$ cat config.mk
export PLATFORM = sky130hd
export DESIGN_NAME = card_interrupt_events
export DESIGN_NICKNAME = d
export VERILOG_FILES = /design/src/card_irq_pkg.sv /design/src/pin_sync.sv /design/src/card_interrupt_events.sv
export SDC_FILE = /design/constraint.sdc
export NUM_CORES = 1
export LEC_CHECK = 0
export BUFFER_PORTS_ARGS = -buffer_cell sky130_fd_sc_hd__buf_2
export CORE_MARGIN = 3
export CORE_UTILIZATION = 57
export DETAILED_ROUTE_END_ITERATION = 12
export HOLD_SLACK_MARGIN = 0.02
export PLACE_DENSITY = 0.82
export SYNTH_ARGS = -nofsm -noshare
export SYNTH_HDL_FRONTEND = slang
export SYNTH_SLANG_ARGS = --single-unit
$ cat constraint.sdc
create_clock -name CLK_SYS -period 1.8 [get_ports CLK_SYS]
set_input_delay 0.18 -clock CLK_SYS [delete_from_list [all_inputs] [get_ports CLK_SYS]]
set_output_delay 0.18 -clock CLK_SYS [all_outputs]
set_load 0.01 [all_outputs]
$ cat src/card_irq_pkg.sv
/*
  Shared constants and types of the card interrupt event block: register
  offsets, field positions, reset values, card types and signalling modes.
  Assumes a single host clock domain and a simple byte-addressed register port.
*/
package card_irq_pkg;

  // ----------------------------------------------------------------------
  // Register offsets
  // ----------------------------------------------------------------------
  localparam logic [7:0] OFS_LEGACY_STATUS = 8'h04;
  localparam logic [7:0] OFS_LEGACY_MASK = 8'h05;
  localparam logic [7:0] OFS_LEGACY_GLOBAL = 8'h1E;
  localparam logic [7:0] OFS_ROUTING = 8'h8C;
  localparam logic [7:0] OFS_CARD_CONTROL = 8'h91;
  localparam logic [7:0] OFS_DEVICE_CONTROL = 8'h92;
  localparam logic [7:0] OFS_SOCKET_EVENT = 8'hA0;
  localparam logic [7:0] OFS_SOCKET_MASK = 8'hA4;

  // ----------------------------------------------------------------------
  // Field positions
  // ----------------------------------------------------------------------
  localparam int LEG_BATT_A = 0;
  localparam int LEG_BATT_B = 1;
  localparam int LEG_READY = 2;
  localparam int LEG_POWER = 3;
  localparam int LEG_DETECT = 4;
  localparam int SOCK_STATUS = 0;
  localparam int SOCK_DETECT_A = 1;
  localparam int SOCK_DETECT_B = 2;
  localparam int SOCK_POWER = 3;
  localparam int GLOBAL_FLAG_CLEAR_SELECT = 2;
  localparam int CARD_CONTROL_FUNC = 0;
  localparam int DEVCTL_MODE_LSB = 1;
  localparam int DEVCTL_FUNC_ON_INTB = 3;
  localparam int ROUTE_FUNC_LSB = 0;
  localparam int ROUTE_CSC_LSB = 4;
  localparam int PIN_COUNT = 7;

  // ----------------------------------------------------------------------
  // Reset values and implemented-bit masks
  // ----------------------------------------------------------------------
  localparam logic [7:0] LEGACY_RESET = 8'h00;
  localparam logic [7:0] LEGACY_BITS = 8'h1F;
  localparam logic [31:0] SOCKET_RESET = 32'h0000_0000;
  localparam logic [31:0] SOCKET_BITS = 32'h0000_000F;
  localparam logic [7:0] GLOBAL_RESET = 8'h00;
  localparam logic [31:0] ROUTING_RESET = 32'h0000_0077;
  localparam logic [7:0] DEVCTL_RESET = 8'h00;
  localparam logic [7:0] CARD_CONTROL_RESET = 8'h00;
  localparam logic [2:0] ROUTE_NONE = 3'h7;

  // ----------------------------------------------------------------------
  // Types
  // ----------------------------------------------------------------------
  typedef enum logic [1:0] {
    CARD_MEMORY = 2'b00,
    CARD_IO = 2'b01,
    CARD_BUS = 2'b10,
    CARD_EMPTY = 2'b11
  } card_kind_type;

  typedef enum logic [1:0] {
    MODE_PCI_ONLY = 2'b00,
    MODE_PARALLEL_IRQ = 2'b01,
    MODE_SERIAL_IRQ = 2'b10,
    MODE_RESERVED = 2'b11
  } signal_mode_type;

  // Shared socket pins, named by their 16-bit memory card meaning.
  typedef struct packed {
    logic battery_detect_a;
    logic battery_detect_b;
    logic ready;
    logic card_detect_a;
    logic card_detect_b;
  } card_pins_type;

  localparam int CARD_PIN_WIDTH = 5;

  typedef struct packed {
    logic rd;
    logic wr;
    logic [7:0] addr;
    logic [31:0] wdata;
  } reg_req_type;

endpackage : card_irq_pkg

$ cat src/pin_sync.sv
/*
  Three-stage synchroniser with agreement filter for one socket pin.
  Assumes the pin is asynchronous to CLK_SYS; the first stage feeds only
  the second.
*/
module pin_sync (
  // Clock, reset and enable
  input wire logic clk,
  input wire logic arst_n,
  input wire logic ce,
  // Pin and result
  input wire logic pin,
  output logic level,
  output logic changed
);

  logic meta_reg;
  logic sync2_reg;
  logic sync3_reg;

  always_ff @(posedge clk or negedge arst_n) begin
    if (!arst_n) begin
      meta_reg <= 1'b0;
      sync2_reg <= 1'b0;
      sync3_reg <= 1'b0;
    end else if (ce) begin
      meta_reg <= pin;
      sync2_reg <= meta_reg;
      sync3_reg <= sync2_reg;
    end
  end

  // A change is taken only once stages two and three agree on it.
  always_ff @(posedge clk or negedge arst_n) begin
    if (!arst_n) begin
      level <= 1'b0;
      changed <= 1'b0;
    end else if (ce) begin
      changed <= (sync2_reg == sync3_reg) && (sync3_reg != level);
      if (sync2_reg == sync3_reg) begin
        level <= sync3_reg;
      end
    end
  end

endmodule : pin_sync

$ cat src/card_interrupt_events.sv
/*
  Card socket interrupt event block: detects status change and functional
  interrupt events, latches status changes in flag registers, masks them and signals
  the host on PCI interrupt lines, routed multipurpose pins or a serial
  interrupt request pair.
  Assumes socket pins are asynchronous, while card type, power-up done and
  the register port are synchronous to CLK_SYS.
*/
// Notes on behaviour
// - Each event is status change or functional
// - PCI, parallel IRQ or serial signalling modes
// - Seven multipurpose pins plus INTA and INTB
// - Memory card battery line changes flag bits 1,0
// - Memory card ready change flags bit 2
// - I/O card status-change line assertion flags legacy bit 0
// - I/O card request unmaskable, shown at 91h
// - CardBus request always enabled, shown at 91h
// - CardBus status-change flags socket event bit 0
// - Card detect changes flag socket bits 2,1
// - Power-up completion flags bit 3
// - No functional requests for memory cards
// - Shared pins read per inserted card type
// - Legacy set for 16-bit, socket set CardBus; card detect sets both for any type
// - Legacy flags clear on read or write-one
// - Socket event flags clear on write-one
module card_interrupt_events (
  // Clock, reset and enable
  input wire logic CLK_SYS,
  input wire logic ARST_N,
  input wire logic CE,
  // Socket side
  input wire card_irq_pkg::card_pins_type CARD_PINS,
  input wire card_irq_pkg::card_kind_type CARD_TYPE,
  input wire logic POWER_UP_DONE,
  // Register port
  input wire card_irq_pkg::reg_req_type REG_REQ,
  output logic [31:0] REG_RDATA,
  output logic REG_RVALID,
  // Host interrupt signalling
  output logic PCI_INTA_N,
  output logic PCI_INTB_N,
  output logic [6:0] MULTIPURPOSE_PIN_O,
  output logic [6:0] MULTIPURPOSE_PIN_OE,
  output logic SERIAL_IRQ_CSC,
  output logic SERIAL_IRQ_FUNC
);

  // ----------------------------------------------------------------------
  // Decoding
  // ----------------------------------------------------------------------
  function automatic logic hit(input logic [7:0] addr, input logic [7:0] ofs);
    hit = (addr == ofs);
  endfunction : hit

  function automatic logic is_16bit(input card_irq_pkg::card_kind_type kind);
    is_16bit = (kind == card_irq_pkg::CARD_MEMORY) || (kind == card_irq_pkg::CARD_IO);
  endfunction : is_16bit

  // ----------------------------------------------------------------------
  // Pin synchronisers
  // ----------------------------------------------------------------------
  logic [card_irq_pkg::CARD_PIN_WIDTH-1:0] pin_raw;
  logic [card_irq_pkg::CARD_PIN_WIDTH-1:0] pin_level;
  logic [card_irq_pkg::CARD_PIN_WIDTH-1:0] pin_changed;
  card_irq_pkg::card_pins_type lvl;
  card_irq_pkg::card_pins_type chg;

  assign pin_raw = CARD_PINS;
  assign lvl = pin_level;
  assign chg = pin_changed;

  genvar gi;
  generate
    for (gi = 0; gi < card_irq_pkg::CARD_PIN_WIDTH; gi++) begin : g_sync
      pin_sync u_sync (
        .clk(CLK_SYS),
        .arst_n(ARST_N),
        .ce(CE),
        .pin(pin_raw[gi]),
        .level(pin_level[gi]),
        .changed(pin_changed[gi])
      );
    end
  endgenerate

  // ----------------------------------------------------------------------
  // Event classification by card type
  // ----------------------------------------------------------------------
  logic [7:0] legacy_set;
  logic [31:0] socket_set;
  logic status_line_assert;
  logic func_request;

  // The battery-a pin doubles as the status-change line on I/O and CardBus cards.
  assign status_line_assert = chg.battery_detect_a && lvl.battery_detect_a;

  always_comb begin
    legacy_set = 8'h00;
    socket_set = 32'h0000_0000;
    case (CARD_TYPE)
      card_irq_pkg::CARD_MEMORY: begin
        legacy_set[card_irq_pkg::LEG_BATT_A] = chg.battery_detect_a;
        legacy_set[card_irq_pkg::LEG_BATT_B] = chg.battery_detect_b;
        legacy_set[card_irq_pkg::LEG_READY] = chg.ready;
      end
      card_irq_pkg::CARD_IO: begin
        legacy_set[card_irq_pkg::LEG_BATT_A] = status_line_assert;
      end
      card_irq_pkg::CARD_BUS: begin
        socket_set[card_irq_pkg::SOCK_STATUS] = status_line_assert;
      end
      default: begin
        legacy_set = 8'h00;
      end
    endcase
    // Insertion and removal are reported whatever the type.
    socket_set[card_irq_pkg::SOCK_DETECT_A] = chg.card_detect_a;
    socket_set[card_irq_pkg::SOCK_DETECT_B] = chg.card_detect_b;
    legacy_set[card_irq_pkg::LEG_DETECT] = chg.card_detect_a || chg.card_detect_b;
    if (POWER_UP_DONE) begin
      if (CARD_TYPE == card_irq_pkg::CARD_BUS) begin
        socket_set[card_irq_pkg::SOCK_POWER] = 1'b1;
      end else if (is_16bit(CARD_TYPE)) begin
        legacy_set[card_irq_pkg::LEG_POWER] = 1'b1;
      end
    end
  end

  // Functional requests are a level; a memory card never produces one.
  assign func_request = lvl.ready &&
    ((CARD_TYPE == card_irq_pkg::CARD_IO) || (CARD_TYPE == card_irq_pkg::CARD_BUS));

  // ----------------------------------------------------------------------
  // Register port decode
  // ----------------------------------------------------------------------
  logic wr_legacy_status;
  logic rd_legacy_status;
  logic wr_socket_event;
  logic flag_clear_by_write;
  logic [7:0] legacy_status_reg;
  logic [7:0] legacy_mask_reg;
  logic [7:0] global_ctrl_reg;
  logic [31:0] routing_reg;
  logic [7:0] device_ctrl_reg;
  logic [7:0] card_control_reg;
  logic [31:0] socket_event_reg;
  logic [31:0] socket_mask_reg;

  assign wr_legacy_status = REG_REQ.wr && hit(REG_REQ.addr, card_irq_pkg::OFS_LEGACY_STATUS);
  assign rd_legacy_status = REG_REQ.rd && hit(REG_REQ.addr, card_irq_pkg::OFS_LEGACY_STATUS);
  assign wr_socket_event = REG_REQ.wr && hit(REG_REQ.addr, card_irq_pkg::OFS_SOCKET_EVENT);
  assign flag_clear_by_write = global_ctrl_reg[card_irq_pkg::GLOBAL_FLAG_CLEAR_SELECT];

  // ----------------------------------------------------------------------
  // Legacy flags: a new event always beats a clear in the same cycle
  // ----------------------------------------------------------------------
  logic [7:0] legacy_clear;

  always_comb begin
    legacy_clear = 8'h00;
    if (flag_clear_by_write && wr_legacy_status) begin
      legacy_clear = REG_REQ.wdata[7:0];
    end else if (!flag_clear_by_write && rd_legacy_status) begin
      legacy_clear = 8'hFF;
    end
  end

  always_ff @(posedge CLK_SYS or negedge ARST_N) begin
    if (!ARST_N) begin
      legacy_status_reg <= card_irq_pkg::LEGACY_RESET;
    end else if (CE) begin
      legacy_status_reg <= ((legacy_status_reg & ~legacy_clear) | legacy_set) & card_irq_pkg::LEGACY_BITS;
    end
  end

  // ----------------------------------------------------------------------
  // Socket event flags
  // ----------------------------------------------------------------------
  always_ff @(posedge CLK_SYS or negedge ARST_N) begin
    if (!ARST_N) begin
      socket_event_reg <= card_irq_pkg::SOCKET_RESET;
    end else if (CE) begin
      socket_event_reg <= ((socket_event_reg & ~(wr_socket_event ? REG_REQ.wdata : 32'h0000_0000))
        | socket_set) & card_irq_pkg::SOCKET_BITS;
    end
  end

  // ----------------------------------------------------------------------
  // Control registers
  // ----------------------------------------------------------------------
  always_ff @(posedge CLK_SYS or negedge ARST_N) begin
    if (!ARST_N) begin
      legacy_mask_reg <= card_irq_pkg::LEGACY_RESET;
      global_ctrl_reg <= card_irq_pkg::GLOBAL_RESET;
      routing_reg <= card_irq_pkg::ROUTING_RESET;
      device_ctrl_reg <= card_irq_pkg::DEVCTL_RESET;
      card_control_reg <= card_irq_pkg::CARD_CONTROL_RESET;
      socket_mask_reg <= card_irq_pkg::SOCKET_RESET;
    end else if (CE && REG_REQ.wr) begin
      if (hit(REG_REQ.addr, card_irq_pkg::OFS_LEGACY_MASK)) begin
        legacy_mask_reg <= REG_REQ.wdata[7:0] & card_irq_pkg::LEGACY_BITS;
      end
      if (hit(REG_REQ.addr, card_irq_pkg::OFS_LEGACY_GLOBAL)) begin
        global_ctrl_reg <= REG_REQ.wdata[7:0];
      end
      if (hit(REG_REQ.addr, card_irq_pkg::OFS_ROUTING)) begin
        routing_reg <= REG_REQ.wdata;
      end
      if (hit(REG_REQ.addr, card_irq_pkg::OFS_DEVICE_CONTROL)) begin
        device_ctrl_reg <= REG_REQ.wdata[7:0];
      end
      if (hit(REG_REQ.addr, card_irq_pkg::OFS_CARD_CONTROL)) begin
        card_control_reg <= {REG_REQ.wdata[7:1], 1'b0};
      end
      if (hit(REG_REQ.addr, card_irq_pkg::OFS_SOCKET_MASK)) begin
        socket_mask_reg <= REG_REQ.wdata & card_irq_pkg::SOCKET_BITS;
      end
    end
  end

  // ----------------------------------------------------------------------
  // Read data
  // ----------------------------------------------------------------------
  logic [31:0] rdata_next;
  logic [7:0] card_control_view;

  // Bit 0 shows the live functional request; it has no mask and no clear.
  assign card_control_view = {card_control_reg[7:1], func_request};

  always_comb begin
    rdata_next = 32'h0000_0000;
    case (REG_REQ.addr)
      card_irq_pkg::OFS_LEGACY_STATUS: rdata_next = {24'h00_0000, legacy_status_reg};
      card_irq_pkg::OFS_LEGACY_MASK: rdata_next = {24'h00_0000, legacy_mask_reg};
      card_irq_pkg::OFS_LEGACY_GLOBAL: rdata_next = {24'h00_0000, global_ctrl_reg};
      card_irq_pkg::OFS_ROUTING: rdata_next = routing_reg;
      card_irq_pkg::OFS_CARD_CONTROL: rdata_next = {24'h00_0000, card_control_view};
      card_irq_pkg::OFS_DEVICE_CONTROL: rdata_next = {24'h00_0000, device_ctrl_reg};
      card_irq_pkg::OFS_SOCKET_EVENT: rdata_next = socket_event_reg;
      card_irq_pkg::OFS_SOCKET_MASK: rdata_next = socket_mask_reg;
      default: rdata_next = 32'h0000_0000;
    endcase
  end

  always_ff @(posedge CLK_SYS or negedge ARST_N) begin
    if (!ARST_N) begin
      REG_RDATA <= 32'h0000_0000;
      REG_RVALID <= 1'b0;
    end else if (CE) begin
      REG_RVALID <= REG_REQ.rd;
      if (REG_REQ.rd) begin
        REG_RDATA <= rdata_next;
      end
    end
  end

  // ----------------------------------------------------------------------
  // Interrupt requests
  // ----------------------------------------------------------------------
  logic csc_request;
  card_irq_pkg::signal_mode_type mode;
  logic [2:0] func_pin_sel;
  logic [2:0] csc_pin_sel;
  logic func_on_intb;

  assign csc_request = |(legacy_status_reg & legacy_mask_reg)
    || |(socket_event_reg & socket_mask_reg);
  assign mode = card_irq_pkg::signal_mode_type'(device_ctrl_reg[card_irq_pkg::DEVCTL_MODE_LSB +: 2]);
  assign func_pin_sel = routing_reg[card_irq_pkg::ROUTE_FUNC_LSB +: 3];
  assign csc_pin_sel = routing_reg[card_irq_pkg::ROUTE_CSC_LSB +: 3];
  assign func_on_intb = device_ctrl_reg[card_irq_pkg::DEVCTL_FUNC_ON_INTB];

  // ----------------------------------------------------------------------
  // Signalling outputs
  // ----------------------------------------------------------------------
  // INTA always carries status changes; functional requests use INTA or INTB
  // only in the PCI-only mode.
  always_ff @(posedge CLK_SYS or negedge ARST_N) begin
    if (!ARST_N) begin
      PCI_INTA_N <= 1'b1;
      PCI_INTB_N <= 1'b1;
      SERIAL_IRQ_CSC <= 1'b0;
      SERIAL_IRQ_FUNC <= 1'b0;
    end else if (CE) begin
      PCI_INTA_N <= !(csc_request ||
        (func_request && !func_on_intb && (mode == card_irq_pkg::MODE_PCI_ONLY)));
      PCI_INTB_N <= !(func_request && func_on_intb && (mode == card_irq_pkg::MODE_PCI_ONLY));
      SERIAL_IRQ_CSC <= csc_request && (mode == card_irq_pkg::MODE_SERIAL_IRQ);
      SERIAL_IRQ_FUNC <= func_request && (mode == card_irq_pkg::MODE_SERIAL_IRQ);
    end
  end

  generate
    for (gi = 0; gi < card_irq_pkg::PIN_COUNT; gi++) begin : g_pin
      logic func_here;
      logic csc_here;
      assign func_here = (func_pin_sel == 3'(gi));
      assign csc_here = (csc_pin_sel == 3'(gi));
      always_ff @(posedge CLK_SYS or negedge ARST_N) begin
        if (!ARST_N) begin
          MULTIPURPOSE_PIN_O[gi] <= 1'b0;
          MULTIPURPOSE_PIN_OE[gi] <= 1'b0;
        end else if (CE) begin
          MULTIPURPOSE_PIN_OE[gi] <= (mode == card_irq_pkg::MODE_PARALLEL_IRQ) && (func_here || csc_here);
          MULTIPURPOSE_PIN_O[gi] <= (mode == card_irq_pkg::MODE_PARALLEL_IRQ) &&
            ((func_here && func_request) || (csc_here && csc_request));
        end
      end
    end
  endgenerate

endmodule : card_interrupt_events

==> impl_metrics.ini <==
[status]
outcome = complete, no violations

[floorplanning]
dieWidth_um = 114
io_pins = 104
start_util_pct = 59.6
die-area_sq_mm = 0.0129
die_h_um = 114
core_sq_mm = 0.0111
rows = 38

[clock_tree]
ctsHtreeMaxLevel = 4
cts_tree = done
cts_made_buffers = 17
cts_root_buf = clkbuf_16
cts_buffer_depth = 2
clk_pin_slew_ps = 60
postCtsSetupBuffers = 0
insertion_delay_ps = 420
clock-sinks = 149

[sta]
slew_violations = 0
setup_ws_ps = 85.3
min_period_over_period_pct = 95.3
period_minus_slack_ps = 1710
setup_violations = 0
finalHoldViolCount = 0
worstMarginPinSlew_ps = 497
fmax_mhz = 583
relSlewSlack_pct = 66.4
fin_tns_setup_ps = 0
fin_skew_ps = 7.76
rsz0062_at_grt = false

[power]
internal-power_uw = 6040
pwr-share-comb_pct = 9.5
p_sw_uw = 1910
total_power_uw = 7940
ir_worst_vdd_uv = 852
clkPwrFrac_pct = 44.0
power_frac_seq_pct = 46.5
powerDensity_mw_per_mm2 = 938
p_leak_uw = 0.00408
switching_share_pct = 24.0

[yosys]
yosysSeqAreaShare_pct = 56.6
syn_inst = 591
ys_ff_latch = 149
avgSynthCellArea_sq_um = 11.2
async_reset_ff_share_pct = 100
synth_edf_count = 0
yosys_warnings = 0
synth_cell_type_count = 53
synth_area_sq_mm = 0.00660
synthFlopType = dfrtp_1
synth.net_count = 647

[route]
first_pass_iters = 6
wl_per_cell_um = 19.6
drt_iter0_markers = 570
post-route-drc-count = 0
post_drt_via_cell_ratio = 5.92
drt-total-wl_mm = 17.9
vias = 5412
drtAntennaViolNets = 0

[critical_path]
path_delay_family = compound AO/OA/AOI/OAI gates
crit_path_end_kind = register
start_kind = register
worstPathCellList = a22o_1 > a221oi_2 > nand3_1 > buf_4 > a32oi_1 > o22ai_1
reg2reg_from = socket_event_reg[2]
rrSetupSlack_ps = 90
critical_path_class = register to register
cp.required_ps = 2080
arrival_ps = 1990
crit_end = MULTIPURPOSE_PIN_O[2]
critPathSlowestCell = dfrtp_1
r2r_cells = 6
worst-path-buf-inv = 1
crit_fanout = 9
path_depth = 6
reg2reg_to = MULTIPURPOSE_PIN_O[2]
critical_path.max_stage_delay_ps = 410
startpoint = socket_event_reg[2]

[placed_design]
preCtsSetupSlack_ps = -116
dp_hpwl_mm = 11.4
port_buffers = 103
gp_congestion = 0.940

[global_routing]
antenna_found_initial = 0
grtUsageMet3_pct = 5.36
gr-usage-all-layers_pct = 28.8
grt_pass1_wl_mm = 28.7
grt_pass1_vias = 5506
grt_overflow = 0
grtUsageMet2_pct = 47.3
grtUsageMet1_pct = 38.4
grt_max_degree = 49
top_usage_layer = met2

[min_path]
holdCritPathClass = input port to register

[cells_and_area]
syn_to_final_growth_pct = 28.3
register_area_sq_mm = 0.00374
multi_input_area_sq_mm = 0.00268
nFillCells = 683
drive_above_1_share_pct = 35.7
nets = 817
num_antenna_cells = 0

[run]
max_cap_violations = 0
## cell families (layout without fill, tap and decap cells)
family | Yosys count | after routing | synth area share, %
AOI/OAI and AO/OA | 127 | 127 | 12.3
xor gates and xnor gates | 1 | 1 | 0.133
adders and majority gates | 3 | 3 | 0.568
buffers and inverters | 52 | 235 | 3.11
DFF | 149 | 149 | 56.6
muxes | 85 | 85 | 14.5
and+or+nand+nor | 174 | 174 | 12.8
## layer usage
| metal | wire length, um | vias to the layer above |
|---|---|---|
| li1 | - | 2446 |
| met1 | 7550 | 2686 |
| met2 | 8840 | 240 |
| met3 | 1070 | 40 |
| met4 | 410 | 0 |
| met5 | 0 | - |
## metrics by stage
| step | hold slack (ps) | cells | util [%] | instance area [sq um] |
|---|---|---|---|---|
| CTS | 36.9 | 914 | 76.4 | 8470 |
| floorplan | -116 | 591 | - | 6610 |
| finish | 47.1 | 914 | 76.5 | 8470 |
| detailed placement | 130 | 852 | 68.5 | 7590 |
| global placement | 120 | 852 | 68.5 | 7590 |
| global route | 53.9 | 914 | 76.5 | 8470 |
## cell usage in the layout (no fill, tap or decap), drive strengths merged, types with 7 or more instances in the layout
master / n
buf: 148
dfrtp: 141
nand2: 86
mux2: 83
o21ai: 36
nor2: 33
dlygate4sd3: 30
a21oi: 26
inv: 26
clkbuf: 24
o22ai: 19
a22oi: 14
nand2b: 10
a22o: 9
nand3: 9
dfstp: 8
nor3: 7
nor2b: 7
## what timing repair did
action	4_1_cts	5_1_grt
hold endpoints to repair	66	0
hold buffers	30	0
endpoints found under the setup margin	0	5
resized for setup	0	1
## synth_stat cells, drive strengths merged, types with 4 or more instances
master	n	area, sq um
or4b	4	43.8
nand2b	10	70.1
nor2b	7	43.8
buf	12	55.1
nor2	33	126
dfstp	8	210
dfrtp	141	3530
nand3	9	45.0
clkbuf	15	56.3
a222oi	4	40.0
o21ai	36	180
a21oi	26	130
nor3	7	40.0
inv	25	93.8
a22o	9	78.8
nand2	86	325
a22oi	14	105
mux2	83	935
o22ai	19	119
## worst min-delay path by stage
stage,from,end,slack (ps),cells past startpoint
after floorplan,ARST_N,MULTIPURPOSE_PIN_OE[0],-120,0
after global placement,ARST_N,REG_RDATA[0],120,1
after detailed placement,ARST_N,socket_mask_reg[3],130,1
after CTS,POWER_UP_DONE,socket_event_reg[3],40,2
after global routing,REG_REQ[5],global_ctrl_reg[5],50,2
final,POWER_UP_DONE,socket_event_reg[3],50,2
## power groups by stage
stage	logic (uW)	clock network (uW)	registers (uW)
global placement	659	0	3720
global route	828	3660	3720
floorplan	364	0	3700
detailed placement	686	0	3740
CTS	749	3500	3690
finish	754	3500	3690
## cell type report
type / instances / share of cell area, %
inverter: 25 / 1.11
sequential: 149 / 44.1
tap: 140 / 2.07
clock inverter: 8 / 1.18
multi-input combinational: 390 / 31.6
clock buffer: 24 / 5.68
timing repair buffer: 178 / 14.3
(Power assumes the default switching activity.)
